File: config.mk
export PLATFORM = sky130hd
export DESIGN_NAME = cmpdc_top
export DESIGN_NICKNAME = d
export VERILOG_FILES = /design/src/verilog/cmpdc_pkg.sv /design/src/verilog/cmpdc_sync_cap.sv /design/src/verilog/cmpdc_top.sv
export SDC_FILE = /design/constraint.sdc
export NUM_CORES = 1
export LEC_CHECK = 0
export ABC_AREA = 1
export BUFFER_PORTS_ARGS = -buffer_cell sky130_fd_sc_hd__buf_2
export CORE_MARGIN = 2
export CORE_UTILIZATION = 53
export CTS_BUF_LIST = sky130_fd_sc_hd__clkbuf_8
export CTS_CLUSTER_SIZE = 14
export DETAILED_ROUTE_END_ITERATION = 6
export GPL_TIMING_DRIVEN = 0
export MAX_ROUTING_LAYER = met4
export PLACE_DENSITY = 0.86
export SYNTH_ARGS = -nofsm -noshare
export SYNTH_HDL_FRONTEND = slang
export SYNTH_HIERARCHICAL = 1
export SYNTH_SLANG_ARGS = --single-unit
File: constraint.sdc
create_clock -name clk_i -period 1.84 [get_ports clk_i]
set_input_delay 0 -clock clk_i [delete_from_list [all_inputs] [get_ports clk_i]]
set_output_delay 0 -clock clk_i [all_outputs]
set_load 0.1 [all_outputs]
File: src/verilog/cmpdc_pkg.sv
// Package of the comparator digital control block: offsets, fields, resets, types.
// Assumes a byte-wide register port with read data one cycle after the read strobe.
package cmpdc_pkg;

	// Register offsets
	localparam logic [1:0] OFF_CTRL0 = 2'h0;
	localparam logic [1:0] OFF_CTRL1 = 2'h1;
	localparam logic [1:0] OFF_OUT   = 2'h2;

	// Control register 0 fields
	localparam int C0_ENABLE = 7;
	localparam int C0_RESULT = 6;
	localparam int C0_OE     = 5;
	localparam int C0_POL    = 4;
	localparam int C0_SPEED  = 2;
	localparam int C0_HYS    = 1;
	localparam int C0_SYNC   = 0;

	// Control register 1 fields
	localparam int C1_RISE   = 7;
	localparam int C1_FALL   = 6;
	localparam int C1_PSEL_H = 5;
	localparam int C1_PSEL_L = 4;
	localparam int C1_NSEL   = 0;

	// Mirror register field
	localparam int OUT_MIRROR = 0;

	// Reset values
	localparam logic       SPEED_RST = 1'h1;
	localparam logic [7:0] DATA_RST  = 8'h00;

	// Positive input selections
	typedef enum logic [1:0] {
		CMPDC_PSEL_PIN = 2'h0,
		CMPDC_PSEL_DAC = 2'h1,
		CMPDC_PSEL_FVR = 2'h2,
		CMPDC_PSEL_GND = 2'h3
	} cmpdc_psel_e;

	// Software-visible configuration
	typedef struct packed {
		logic        enable;
		logic        pin_oe;
		logic        polarity;
		logic        speed;
		logic        hysteresis;
		logic        sync;
		logic        rise_en;
		logic        fall_en;
		cmpdc_psel_e psel;
		logic        nsel;
	} cmpdc_cfg_s;

	// Controls going to the analog core
	typedef struct packed {
		logic        enable;
		logic        speed;
		logic        hysteresis;
		logic        pos_pin;
		logic        pos_dac;
		logic        pos_fvr;
		logic        pos_gnd;
		logic        neg_pin0;
		logic        neg_pin1;
	} cmpdc_analog_s;

	// Register port request
	typedef struct packed {
		logic [1:0] addr;
		logic [7:0] wdata;
		logic       wr;
		logic       rd;
	} cmpdc_bus_s;

endpackage : cmpdc_pkg

File: src/verilog/cmpdc_sync_cap.sv
// Capture stage of the comparator result toward the timer gate and the pin.
// Assumes the timer source clock, after its prescaler, arrives synchronous to clk_i.
`timescale 1ns/1ns
module cmpdc_sync_cap (
	// Clock and reset
	input  wire logic clk_i,
	input  wire logic sys_rst_i,
	// Inputs
	input  wire logic res_i,
	input  wire logic sync_en_i,
	input  wire logic tmr_clk_i,
	// Output
	output logic      res_o
);

	typedef struct packed {
		logic tclk_prev;
		logic held;
	} cmpdc_cap_s;

	cmpdc_cap_s st_q;
	cmpdc_cap_s st_d;

	always_comb begin
		st_d           = st_q;
		st_d.tclk_prev = tmr_clk_i;
		if (st_q.tclk_prev && !tmr_clk_i) begin
			st_d.held = res_i; // [RQ10]
		end
	end

	always_ff @(posedge clk_i or posedge sys_rst_i) begin
		if (sys_rst_i) begin
			st_q <= '0;
		end else begin
			st_q <= st_d;
		end
	end

	// Unsynchronised path passes straight through
	assign res_o = sync_en_i ? st_q.held : res_i; // [RQ24]

endmodule : cmpdc_sync_cap

File: src/verilog/cmpdc_top.sv
// Digital control around one analog comparator: registers, polarity, pin override,
// edge flag, input selection and the result toward the timer gate and PWM shutdown.
// Assumes a raw comparator output synchronous to clk_i and an outside interrupt controller.
`timescale 1ns/1ns
// Functional notes
// [RQ1] Result readable in control and mirror registers
// [RQ2] Pin driven only with oe, output direction, enable
// [RQ3] Output enable overrides port latch, regardless enable
// [RQ4] Internal result registered each cycle
// [RQ5] Polarity bit inverts the result
// [RQ6] Result one when positive exceeds negative, polarity zero
// [RQ7] Speed bit resets to one, freely writable
// [RQ8] Hysteresis follows its enable bit
// [RQ9] Result offered as timer gate source
// [RQ10] Sync captures on timer clock falling edge
// [RQ11] Software should sync when gating the timer
// [RQ12] Enabled rising or falling edges set flag
// [RQ13] Software configures enables for interrupts
// [RQ14] Flag cleared only by write; edge wins
// [RQ15] Edges detected after polarity and enable gating
// [RQ16] Two-bit field selects one of four positives
// [RQ17] Inputs disconnected while comparator disabled
// [RQ18] One bit selects one of two negatives
// [RQ19] Software sets analog select and input direction
// [RQ20] Result offered to PWM auto-shutdown
// [RQ21] Software verifies result after initialisation
// [RQ22] Positive select codes pin, DAC, reference
// [RQ23] Negative select zero first pin, one second
// [RQ24] Without sync output passes unsynchronised
// [RQ25] Mirror equals result bit, both read-only
module cmpdc_top (
	// Clock and reset
	input  wire logic                   clk_i,
	input  wire logic                   sys_rst_i,
	// Register port
	input  wire logic [1:0]             reg_addr_i,
	input  wire logic [7:0]             reg_wdata_i,
	input  wire logic                   reg_wr_i,
	input  wire logic                   reg_rd_i,
	output logic      [7:0]             reg_rdata_o,
	// Interrupt flag register access
	input  wire logic                   irq_flag_wr_i,
	input  wire logic                   irq_flag_wdata_i,
	output logic                        cmp_irq_flag_o,
	// Analog core
	input  wire logic                   cmp_raw_i,
	output cmpdc_pkg::cmpdc_analog_s    analog_o,
	// Pin
	input  wire logic                   pin_direction_bit_i,
	input  wire logic                   port_latch_i,
	output logic                        pin_o,
	output logic                        pin_oe_o,
	// Timer and PWM
	input  wire logic                   tmr_clk_i,
	output logic                        tmr_gate_o,
	output logic                        pwm_shutdown_o
);

	typedef struct packed {
		cmpdc_pkg::cmpdc_cfg_s cfg;
		logic                  result;
		logic                  result_prev;
		logic                  flag;
		logic [7:0]            rdata;
	} cmpdc_state_s;

	cmpdc_state_s st_q;
	cmpdc_state_s st_d;
	cmpdc_pkg::cmpdc_bus_s bus;
	logic gated;
	logic ext_res;
	logic rise_ev;
	logic fall_ev;
	logic [7:0] ctrl0_val;
	logic [7:0] ctrl1_val;
	logic [7:0] out_val;

	assign bus.addr  = reg_addr_i;
	assign bus.wdata = reg_wdata_i;
	assign bus.wr    = reg_wr_i;
	assign bus.rd    = reg_rd_i;

	// Enable gating then polarity; raw is high when positive exceeds negative
	assign gated = (cmp_raw_i & st_q.cfg.enable) ^ st_q.cfg.polarity; // [RQ5] [RQ6]

	// Edges on the registered, polarity-applied result
	assign rise_ev = st_q.result & ~st_q.result_prev & st_q.cfg.rise_en; // [RQ12] [RQ15]
	assign fall_ev = ~st_q.result & st_q.result_prev & st_q.cfg.fall_en; // [RQ12] [RQ15]

	always_comb begin
		ctrl0_val                        = 8'h00;
		ctrl0_val[cmpdc_pkg::C0_ENABLE]  = st_q.cfg.enable;
		ctrl0_val[cmpdc_pkg::C0_RESULT]  = st_q.result; // [RQ1]
		ctrl0_val[cmpdc_pkg::C0_OE]      = st_q.cfg.pin_oe;
		ctrl0_val[cmpdc_pkg::C0_POL]     = st_q.cfg.polarity;
		ctrl0_val[cmpdc_pkg::C0_SPEED]   = st_q.cfg.speed;
		ctrl0_val[cmpdc_pkg::C0_HYS]     = st_q.cfg.hysteresis;
		ctrl0_val[cmpdc_pkg::C0_SYNC]    = st_q.cfg.sync;
		ctrl1_val                        = 8'h00;
		ctrl1_val[cmpdc_pkg::C1_RISE]    = st_q.cfg.rise_en;
		ctrl1_val[cmpdc_pkg::C1_FALL]    = st_q.cfg.fall_en;
		ctrl1_val[cmpdc_pkg::C1_PSEL_H:cmpdc_pkg::C1_PSEL_L] = st_q.cfg.psel;
		ctrl1_val[cmpdc_pkg::C1_NSEL]    = st_q.cfg.nsel;
		out_val                          = 8'h00;
		out_val[cmpdc_pkg::OUT_MIRROR]   = st_q.result; // [RQ1] [RQ25]
	end

	always_comb begin
		st_d             = st_q;
		st_d.result      = gated; // [RQ4]
		st_d.result_prev = st_q.result;
		st_d.rdata       = cmpdc_pkg::DATA_RST;
		if (bus.wr) begin
			unique case (bus.addr)
				cmpdc_pkg::OFF_CTRL0: begin
					st_d.cfg.enable     = bus.wdata[cmpdc_pkg::C0_ENABLE];
					st_d.cfg.pin_oe     = bus.wdata[cmpdc_pkg::C0_OE];
					st_d.cfg.polarity   = bus.wdata[cmpdc_pkg::C0_POL];
					st_d.cfg.speed      = bus.wdata[cmpdc_pkg::C0_SPEED]; // [RQ7]
					st_d.cfg.hysteresis = bus.wdata[cmpdc_pkg::C0_HYS];
					st_d.cfg.sync       = bus.wdata[cmpdc_pkg::C0_SYNC];
				end
				cmpdc_pkg::OFF_CTRL1: begin
					st_d.cfg.rise_en = bus.wdata[cmpdc_pkg::C1_RISE];
					st_d.cfg.fall_en = bus.wdata[cmpdc_pkg::C1_FALL];
					st_d.cfg.psel    = cmpdc_pkg::cmpdc_psel_e'(
						bus.wdata[cmpdc_pkg::C1_PSEL_H:cmpdc_pkg::C1_PSEL_L]);
					st_d.cfg.nsel    = bus.wdata[cmpdc_pkg::C1_NSEL];
				end
				default: begin
					// Mirror register and unmapped offsets ignore writes
				end
			endcase
		end
		if (bus.rd) begin
			unique case (bus.addr)
				cmpdc_pkg::OFF_CTRL0: st_d.rdata = ctrl0_val;
				cmpdc_pkg::OFF_CTRL1: st_d.rdata = ctrl1_val;
				cmpdc_pkg::OFF_OUT:   st_d.rdata = out_val;
				default:              st_d.rdata = cmpdc_pkg::DATA_RST;
			endcase
		end
		// Software write loads the flag, but an edge in the same cycle wins
		if (irq_flag_wr_i) begin
			st_d.flag = irq_flag_wdata_i; // [RQ14]
		end
		if (rise_ev || fall_ev) begin
			st_d.flag = 1'b1; // [RQ12] [RQ14]
		end
	end

	always_ff @(posedge clk_i or posedge sys_rst_i) begin
		if (sys_rst_i) begin
			st_q           <= '0;
			st_q.cfg.speed <= cmpdc_pkg::SPEED_RST; // [RQ7]
		end else begin
			st_q <= st_d;
		end
	end

	cmpdc_sync_cap u_sync_cap (
		.clk_i     (clk_i),
		.sys_rst_i (sys_rst_i),
		.res_i     (st_q.result),
		.sync_en_i (st_q.cfg.sync),
		.tmr_clk_i (tmr_clk_i),
		.res_o     (ext_res)
	);

	assign reg_rdata_o    = st_q.rdata;
	assign cmp_irq_flag_o = st_q.flag;
	assign tmr_gate_o     = ext_res; // [RQ9]
	assign pwm_shutdown_o = st_q.result; // [RQ20]

	// Override applies on oe alone; driver needs output direction and enable too
	assign pin_o    = st_q.cfg.pin_oe ? ext_res : port_latch_i; // [RQ3]
	assign pin_oe_o = st_q.cfg.pin_oe & ~pin_direction_bit_i & st_q.cfg.enable; // [RQ2]

	// Analog input routing, all disconnected while disabled
	always_comb begin
		analog_o            = '0;
		analog_o.enable     = st_q.cfg.enable;
		analog_o.speed      = st_q.cfg.speed;
		analog_o.hysteresis = st_q.cfg.hysteresis; // [RQ8]
		if (st_q.cfg.enable) begin // [RQ17]
			unique case (st_q.cfg.psel) // [RQ16] [RQ22]
				cmpdc_pkg::CMPDC_PSEL_PIN: analog_o.pos_pin = 1'b1;
				cmpdc_pkg::CMPDC_PSEL_DAC: analog_o.pos_dac = 1'b1;
				cmpdc_pkg::CMPDC_PSEL_FVR: analog_o.pos_fvr = 1'b1;
				cmpdc_pkg::CMPDC_PSEL_GND: analog_o.pos_gnd = 1'b1;
			endcase
			analog_o.neg_pin0 = ~st_q.cfg.nsel; // [RQ18] [RQ23]
			analog_o.neg_pin1 = st_q.cfg.nsel; // [RQ18] [RQ23]
		end
	end

endmodule : cmpdc_top

==> impl_metrics.py, run 1 <==
metrics = {
    "place": {
        "port_buffers": 39,
        "gp_congestion": 0.747,
        "dp_hpwl_mm": 1.74,
    },
    "route": {
        "drc": 0,
        "drtAntennaViolNets": 0,
        "wl_per_cell_um": 11.4,
        "drt_iter0_markers": 17,
        "dr.pass1.iters": 4,
        "wirelength_mm": 2.31,
        "via_per_inst": 4.80,
        "num_vias": 970,
    },
    "worst_setup_path": {
        "cp_cell_sequence": "inv_1 > o21ai_4 > nand2_1 > nand2_1 > buf_2",
        "path_common_cell": "nand2_1",
        "critPathArrivalTime_ps": 1490,
        "crit_start": "pwm_shutdown_o$_DFF_PP0_",
        "criticalPathCategory": "flip-flop to output port",
        "critPathLaunchType": "flip-flop",
        "path_buf_inv": 2,
        "end_kind": "output port",
        "timing.rr.end": "cmp_irq_flag_o$_DFFE_PP0P_",
        "regToRegSetupSlack_ps": 540,
        "cp-endpoint": "pin_o",
        "timing.rr.start": "cmp_irq_flag_o$_DFFE_PP0P_",
        "critPathRequiredTime_ps": 1840,
        "slowest_delay_ps": 450,
        "reg2regPathDepth": 5,
        "critPathTopFamily": "buffers and inverters",
        "cp_max_fo": 6,
        "cp.depth": 5,
        "crit_slowest_cell": "dfrtp_1",
    },
    "min_path": {
        "hold_depth": 3,
        "worstHoldPathType": "input port to flip-flop",
    },
    "synth": {
        "yosys-top-cells-area": "dfrtp_1 (51%), nand2_1 (8.3%), buf_4 (7.6%)",
        "ys_seq_area_share_pct": 53.1,
        "avgSynthCellArea_um2": 8.69,
        "synth_cell_type_count": 20,
        "synth_warnings": 6,
        "synth_seq_cells": 23,
        "syn_nets": 145,
        "synthCells": 125,
        "synthDominantCellAreaShare_pct": 50.7,
        "yosysTopAreaCell": "dfrtp_1",
        "syn_area_um2": 1090,
    },
    "pwr": {
        "combPwrFrac_pct": 44.0,
        "sw_frac_of_total_pct": 47.6,
        "p_switching_mw": 0.799,
        "power.density_nw_per_um2": 1160,
        "p_leak_nw": 0.829,
        "p_seq_share_pct": 38.1,
        "p_clk_share_pct": 17.9,
        "p_int_mw": 0.880,
        "total_power_mw": 1.68,
        "ir_drop_uv": 832,
    },
    "sta": {
        "relSlewSlack_pct": 49.1,
        "drv_slew": 0,
        "fin_setup_tns_ps": 0,
        "finalHoldViolCount": 1,
        "worst_pin_slew_ps": 763,
        "setup_viol": 0,
        "finClkSkew_ps": 0.653,
        "fmax_mhz": 671,
        "min_period_ps": 1490,
        "fin_crit_sh_pct": 81.0,
        "whs_ps": -0.169,
        "rsz0062_at_grt": "false",
    },
    "clocking": {
        "cts_buffers": 3,
        "cts_tree": "done",
        "clock-sinks": 23,
        "htreeDepth": 1,
        "cts_setup_buffers": 0,
        "root_buffer": "clkbuf_8",
        "path_clk_slew_ps": 80,
        "cts_buffer_depth": 2,
        "clk_latency_ps": 250,
    },
    "layout": {
        "nFillCells": 143,
        "area_growth_pct": 32.8,
        "fin_nets": 196,
        "drive_gt1_share_pct": 37.1,
        "antenna_cells": 0,
    },
    "floorplanning": {
        "die_h_um": 49.3,
        "core_area_um2": 1940,
        "die_area_um2": 2430,
        "ios": 42,
        "rows": 16,
        "fp.dieW_um": 49.3,
        "initial_utilization_pct": 55.9,
    },
    "global_route": {
        "grt_max_degree": 22,
        "grt_first_pass_wirelength_mm": 3.93,
        "grt.overflow.total": 0,
        "antenna_found_initial": 0,
        "track_usage_pct": 21.3,
        "grt_pass1_vias": 977,
    },
    "run_status": {
        "status": "finished with violations",
        "violations": "hold timing",
    },
    "run": {
        "cap_viol_max_count": 0,
    },
}
## per-stage QoR
step	instances	setup WS [ps]	utilization [%]	area (um2)
after floorplan	125	-724	-	1100
after detailed placement	191	636	68.3	1330
after global routing	202	251	74.3	1440
after global placement	191	666	68.3	1330
final	202	350	74.3	1440
after CTS	202	353	74.3	1440
## worst register-to-register path, stage by stage (launching register included)
cell,delay (ps)
dfrtp_1,380
inv_1,50
nor2_1,30
a21oi_1,110
dlygate4sd3_1,560
nand3_1,60
## layout make-up
| cell class | count | area [um2] | share of cell area [%] |
|---|---|---|---|
| clock buffer | 3 | 41.3 | 2.86 |
| tap | 27 | 33.8 | 2.34 |
| sequential | 23 | 577 | 40.0 |
| buffer | 12 | 93.8 | 6.50 |
| inverter | 21 | 78.8 | 5.46 |
| clock inverter | 1 | 5.00 | 0.347 |
| timing repair buffer | 46 | 265 | 18.4 |
| multi-input combinational | 69 | 348 | 24.1 |
## cells by family (layout without fill, tap and decap cells)
group,after synthesis,in the layout,share of synthesized area (%)
buffers and inverters,33,83,15.9
AOI/OAI and AO/OA,17,17,9.45
xor gates and xnor gates,1,1,0.807
other,1,1,0.345
DFF,23,23,53.1
and+or+nand+nor,50,50,20.4
## power groups by stage
stage	Sequential (mW)	Clock [mW]	Combinational (mW)
after global placement	0.642	0	0.714
after floorplan	0.714	0	0.538
after CTS	0.638	0.302	0.742
after global routing	0.650	0.323	0.777
final	0.640	0.300	0.740
after detailed placement	0.649	0	0.726
## per-layer routing
layer  up-vias  wire length, um  GRT usage [%]
met5         -                0              -
met4         0               36           6.67
met3         4              117           1.84
met2        40             1250           39.6
met1       453              902           24.0
li1        473                -              -
## synth_stat cells (all sizes together)
master,count
a21oi,3
nand2,26
nor3,5
dfrtp,22
inv,21
nand3,10
buf,12
a21boi,1
xor2,1
dfstp,1
conb,1
o21ai,13
nor2,9
## layout by cell type (no fill, tap or decap), types with 2 or more instances in the layout
master,netlist,layout
buf_2,0,39
nand2_1,24,24
dfrtp_1,22,22
inv_1,21,21
buf_4,11,11
nand3_1,10,10
nor2_1,7,7
dlygate4sd3_1,0,7
o21ai_1,7,6
nor3_1,5,5
o21ai_0,4,4
clkbuf_8,0,3
nand2_2,2,2
o21ai_2,2,2
a21oi_2,2,2
## worst min-delay path by stage
stage               slack [ps]                              to           start
global placement          -140    u_sync_cap/st_q[1]$_DFF_PP0_       sys_rst_i
finish                    -0.2        ctrl0_val[0]$_DFFE_PP0P_  reg_wdata_i[0]
floorplan                 -260  u_sync_cap/st_q[0]$_DFFE_PP0P_       sys_rst_i
detailed placement        -140  u_sync_cap/st_q[0]$_DFFE_PP0P_       sys_rst_i
global route                 4        ctrl1_val[6]$_DFFE_PP0P_  reg_wdata_i[6]
CTS                          5        ctrl0_val[0]$_DFFE_PP0P_  reg_wdata_i[0]
## timing repair
action,in CTS,in global routing
endpoints found under the hold margin,27,0
hold buffers,7,0
gates resized for setup,0,0
## registers in the layout, indices dropped and copies added, names as in the netlist
register and count:
u_sync_cap/st_q 2, cmp_irq_flag_o 1, reg_rdata_o 7, st_q 1, pwm_shutdown_o 1, analog_o 3
ctrl0_val 3, ctrl1_val 5
Power figures use the tool's default switching activity.
==> run 2, diff against run 1 <==
CORE_UTILIZATION = 45   (was 53)
PLACE_DENSITY = 0.77   (was 0.86)
clock period = 1.3 ns   (was 1.84 ns; I/O delays follow)
==> impl_metrics.py, run 2 (synthesis gave the netlist of run 1 again) <==
metrics = {
    "run_status": {
        "status": "finished with violations",
        "violations": "hold timing, setup timing",
    },
    "sta": {
        "relSlewSlack_pct": 48.4,
        "min_period_ps": 1310,
        "fin_setup_tns_ps": -53.0,
        "finClkSkew_ps": 1.72,
        "drv_slew": 0,
        "rsz0062_at_grt": "true",
        "whs_ps": -5.76,
        "fin_crit_sh_pct": 101,
        "fmax_mhz": 762,
        "setup_viol": 5,
        "finalWorstSetupSlack_ps": -12.5,
        "worst_pin_slew_ps": 773,
        "finalHoldViolCount": 2,
    },
    "run": {
        "cap_viol_max_count": 0,
    },
    "pwr": {
        "p_leak_nw": 0.905,
        "power.density_nw_per_um2": 1560,
        "ir_drop_uv": 1220,
    },
    "place": {
        "place_inst": 192,
        "dp_hpwl_mm": 1.84,
        "port_buffers": 39,
        "gp_congestion": 0.773,
    },
    "clocking": {
        "cts_buffer_depth": 2,
        "clock-sinks": 23,
        "root_buffer": "clkbuf_8",
        "cts_buffers": 3,
        "htreeDepth": 1,
        "clk_latency_ps": 260,
        "cts_tree": "done",
        "path_clk_slew_ps": 70,
    },
    "worst_setup_path": {
        "end_kind": "output port",
        "cp_cell_sequence": "clkinvlp_4 > buf_12 > nor3_4 > buf_12",
        "cp.depth": 4,
        "path_buf_inv": 3,
        "critPathArrivalTime_ps": 1310,
        "critPathLaunchType": "flip-flop",
        "crit_slowest_cell": "dfrtp_2",
        "path_common_cell": "buf_12",
        "cp_max_fo": 5,
        "criticalPathCategory": "flip-flop to output port",
        "critPathTopFamily": "buffers and inverters",
        "slowest_delay_ps": 410,
        "reg2regPathDepth": 5,
        "critPathRequiredTime_ps": 1300,
    },
    "route": {
        "drt_iter0_markers": 36,
        "wl_per_cell_um": 12.9,
        "drtAntennaViolNets": 0,
        "dr.pass1.iters": 4,
        "drc": 0,
        "num_vias": 1040,
        "via_per_inst": 5.00,
        "wirelength_mm": 2.69,
    },
    "global_route": {
        "grt.overflow.total": 0,
        "antenna_found_initial": 0,
        "grt_max_degree": 22,
        "track_usage_pct": 22.5,
        "grt_first_pass_wirelength_mm": 4.44,
        "grt_pass1_vias": 1067,
    },
    "floorplanning": {
        "fp.dieW_um": 53.1,
        "core_area_um2": 2250,
        "die_area_um2": 2820,
        "die_h_um": 53.1,
        "initial_utilization_pct": 48.2,
        "ios": 42,
        "rows": 17,
    },
    "min_path": {
        "hold_depth": 3,
        "worstHoldPathType": "input port to flip-flop",
    },
    "layout": {
        "area_growth_pct": 57.0,
        "largest_reg_flops": 7,
        "final_cells": 208,
        "nFillCells": 155,
        "layout_commonest_cell": "buf_2",
        "fin_nets": 201,
        "antenna_cells": 0,
        "layout_common_cells": "buf_2 (29), nand2_1 (22), inv_1 (19), buf_4 (17), dfrtp_1 (17)",
        "drive_gt1_share_pct": 47.2,
    },
}
## run 2: changes by cell type in the layout (fill, tap and decap cells not counted), moves of 4 or more
cell / change
buf_12: +8
dfrtp_1: -5
buf_2: -10
dfrtp_2: +4
nor3_1: -5
nor3_4: +5
buf_4: +6
## run 2: area by class of cell
cell class / instances / area (um2) / share of cell area [%]
Timing Repair Buffer: 51 / 428 / 25.1
Inverter: 21 / 82.6 / 4.84
Clock inverter: 1 / 3.75 / 0.220
Multi-Input combinational cell: 69 / 435 / 25.5
Tap cell: 28 / 35.0 / 2.05
Sequential cell: 23 / 586 / 34.3
Clock buffer: 3 / 41.3 / 2.42
Buffer: 12 / 93.8 / 5.50
## run 2: worst reg2reg max path, stage by stage, from the launching register on
cell and delay, ps:
dfrtp_4 500, buf_4 150, inv_1 80, nor2_1 40
nand2_1 50, nand3_1 70
## run 2: repair_timing
| item | 4_1_cts | 5_1_grt |
|---|---|---|
| hold endpoints to repair | 28 | 0 |
| setup buffers | 3 | 2 |
| pin swaps | 1 | 1 |
| hold buffers | 7 | 0 |
| resized for setup | 22 | 14 |
| setup endpoints to repair | 9 | 8 |
| cloned | 0 | 0 |
## run 2: power breakdown
group	switching [mW]	leakage [nW]	internal, mW
Sequential	0.104	0.283	0.829
Combinational	0.922	0.595	0.376
Clock	0.220	0.0269	0.211
Total	1.25	0.905	1.42
## run 2: final timing paths
check	startpoint	to	slack (ps)
hold reg to reg	u_sync_cap/st_q[0]$_DFFE_PP0P_	u_sync_cap/st_q[0]$_DFFE_PP0P_	500
hold / removal	reg_wdata_i[5]	ctrl0_val[5]$_DFFE_PP0P_	-6
max in group asynchronous	sys_rst_i	pwm_shutdown_o$_DFF_PP0_	310
setup reg to reg	pwm_shutdown_o$_DFF_PP0_	cmp_irq_flag_o$_DFFE_PP0P_	300
min in group asynchronous	sys_rst_i	u_sync_cap/st_q[0]$_DFFE_PP0P_	130
setup / recovery	analog_o[8]$_DFFE_PP0P_	analog_o[4]	-10
## run 2: layer usage
| metal | wire, um | part of all wire, % | up-vias | track usage (%) |
|---|---|---|---|---|
| met3 | 131 | 4.9 | 5 | 2.26 |
| met4 | 38 | 1.4 | 0 | 11.1 |
| met1 | 1040 | 39 | 509 | 24.7 |
| met2 | 1480 | 55 | 42 | 40.4 |
| met5 | 0 | 0 | - | - |
| li1 | - | - | 484 | - |
## run 2: stage by stage
step           area (um2)  setup slack, ps  hold slack (ps)  power [mW]  utilization [%]
2_1_floorplan        1190             -392             -259        1.86                -
3_3_place_gp         1420            -6.49             -143        2.01             62.8
3_5_place_dp         1420            -42.1             -138        2.04             62.8
4_1_cts              1640            -21.4            0.361        2.58             72.6
5_1_grt              1710            -65.3             4.20        2.78             75.6
6_report             1710            -12.5            -5.76        2.66             75.6
==> run 3, diff against run 2 <==
RECOVER_POWER = 100   (was not set)
==> impl_metrics.py, run 3 (synthesis gave the netlist of run 1 again) <==
metrics = {
    "route": {
        "via_per_inst": 5.00,
        "wl_per_cell_um": 13.0,
        "num_vias": 1041,
        "drt_iter0_markers": 39,
        "dr.pass1.iters": 4,
        "drtAntennaViolNets": 0,
        "wirelength_mm": 2.70,
        "drc": 0,
    },
    "clocking": {
        "path_clk_slew_ps": 80,
        "cts_tree": "done",
        "cts_buffers": 3,
        "cts_buffer_depth": 2,
        "clock-sinks": 23,
        "htreeDepth": 1,
        "root_buffer": "clkbuf_8",
        "clk_latency_ps": 260,
    },
    "worst_setup_path": {
        "reg2regPathDepth": 5,
        "critPathArrivalTime_ps": 1320,
        "cp_max_fo": 5,
        "crit_slowest_cell": "dfrtp_2",
        "path_common_cell": "buf_12",
        "path_buf_inv": 3,
        "critPathLaunchType": "flip-flop",
        "cp.depth": 4,
        "end_kind": "output port",
        "slowest_delay_ps": 410,
        "criticalPathCategory": "flip-flop to output port",
        "critPathRequiredTime_ps": 1300,
        "critPathTopFamily": "buffers and inverters",
        "cp_cell_sequence": "clkinvlp_4 > buf_12 > nor3_4 > buf_12",
    },
    "sta": {
        "whs_ps": -8.49,
        "min_period_ps": 1320,
        "fin_crit_sh_pct": 101,
        "relSlewSlack_pct": 48.3,
        "drv_slew": 0,
        "fmax_mhz": 759,
        "worst_pin_slew_ps": 775,
        "rsz0062_at_grt": "true",
        "setup_viol": 5,
        "finClkSkew_ps": 0.628,
        "finalHoldViolCount": 1,
        "fin_setup_tns_ps": -71.2,
        "finalWorstSetupSlack_ps": -17.4,
    },
    "pwr": {
        "p_leak_nw": 0.901,
        "ir_drop_uv": 1230,
        "power.density_nw_per_um2": 1560,
    },
    "run_status": {
        "violations": "hold timing, setup timing",
        "status": "finished with violations",
    },
    "place": {
        "port_buffers": 39,
        "dp_hpwl_mm": 1.84,
        "gp_congestion": 0.773,
    },
    "layout": {
        "layout_common_cells": "buf_2 (27), nand2_1 (22), inv_1 (19), buf_4 (17), dfrtp_1 (17)",
        "area_growth_pct": 56.6,
        "layout_commonest_cell": "buf_2",
        "drive_gt1_share_pct": 46.1,
        "fin_nets": 201,
        "nFillCells": 158,
        "antenna_cells": 0,
        "largest_reg_flops": 7,
    },
    "run": {
        "cap_viol_max_count": 0,
    },
    "global_route": {
        "grt_max_degree": 22,
        "antenna_found_initial": 0,
        "grt_pass1_vias": 1067,
        "track_usage_pct": 22.5,
        "grt_first_pass_wirelength_mm": 4.44,
        "grt.overflow.total": 0,
    },
    "floorplanning": {
        "fp.dieW_um": 53.1,
        "die_area_um2": 2820,
        "rows": 17,
        "die_h_um": 53.1,
        "ios": 42,
        "initial_utilization_pct": 48.2,
        "core_area_um2": 2250,
    },
    "min_path": {
        "hold_depth": 3,
        "worstHoldPathType": "input port to flip-flop",
    },
}
-- run 3: where the power goes --
part / internal, mW / total, mW / switching, mW
logic: 0.373 / 1.29 / 0.921
registers: 0.829 / 0.933 / 0.104
clock network: 0.211 / 0.433 / 0.222
-- run 3: area by class of cell --
type,instances,area (um2),area share [%]
flip-flops and latches,23,586,34.4
multi-input cells,69,432,25.4
repair buffers,51,427,25.1
plain buffers,12,93.8,5.52
inverters,21,82.6,4.86
clock buffers,3,41.3,2.43
well taps,28,35.0,2.06
clock inverters,1,3.75,0.221
-- run 3: layer usage --
layer | up-vias | GRT usage, % | part of all wire [%]
li1 | 484 | - | -
met1 | 504 | 24.7 | 39
met2 | 48 | 40.4 | 55
met3 | 5 | 2.26 | 5.3
met4 | 0 | 11.1 | 1.4
met5 | - | - | 0
-- run 3: worst min-delay path, stage by stage --
cell and delay [ps]:
buf_2 90, inv_1 60, o21ai_1 70
-- run 3: per-stage QoR --
| step | utilization, % | std cells | total power, mW | cell area, um2 | setup slack, ps |
|---|---|---|---|---|---|
| 3_5_place_dp | 62.8 | 192 | 2.04 | 1420 | -42.1 |
| 2_1_floorplan | - | 125 | 1.86 | 1190 | -392 |
| 4_1_cts | 72.6 | 206 | 2.58 | 1640 | -21.4 |
| 6_report | 75.4 | 208 | 2.66 | 1700 | -17.4 |
| 3_3_place_gp | 62.8 | 192 | 2.01 | 1420 | -6.49 |
| 5_1_grt | 75.4 | 208 | 2.77 | 1700 | -65.3 |
-- run 3: repair_timing --
action | in CTS | in global routing
endpoints found under the setup margin | 9 | 8
cloned | 0 | 0
gates resized for setup | 22 | 14
buffers inserted | 3 | 2
pin swaps | 1 | 1
hold buffers | 7 | 0
endpoints found under the hold margin | 28 | 0
-- run 3: path summary, 6_finish.rpt --
kind | startpoint | to | slack (ps)
min in group asynchronous | sys_rst_i | u_sync_cap/st_q[1]$_DFF_PP0_ | 120
hold / removal | reg_wdata_i[5] | ctrl1_val[5]$_DFFE_PP0P_ | -8
max in group asynchronous | sys_rst_i | pwm_shutdown_o$_DFF_PP0_ | 320
setup / recovery | analog_o[8]$_DFFE_PP0P_ | analog_o[3] | -20
setup reg to reg | pwm_shutdown_o$_DFF_PP0_ | cmp_irq_flag_o$_DFFE_PP0P_ | 300
hold reg to reg | u_sync_cap/st_q[0]$_DFFE_PP0P_ | u_sync_cap/st_q[0]$_DFFE_PP0P_ | 500
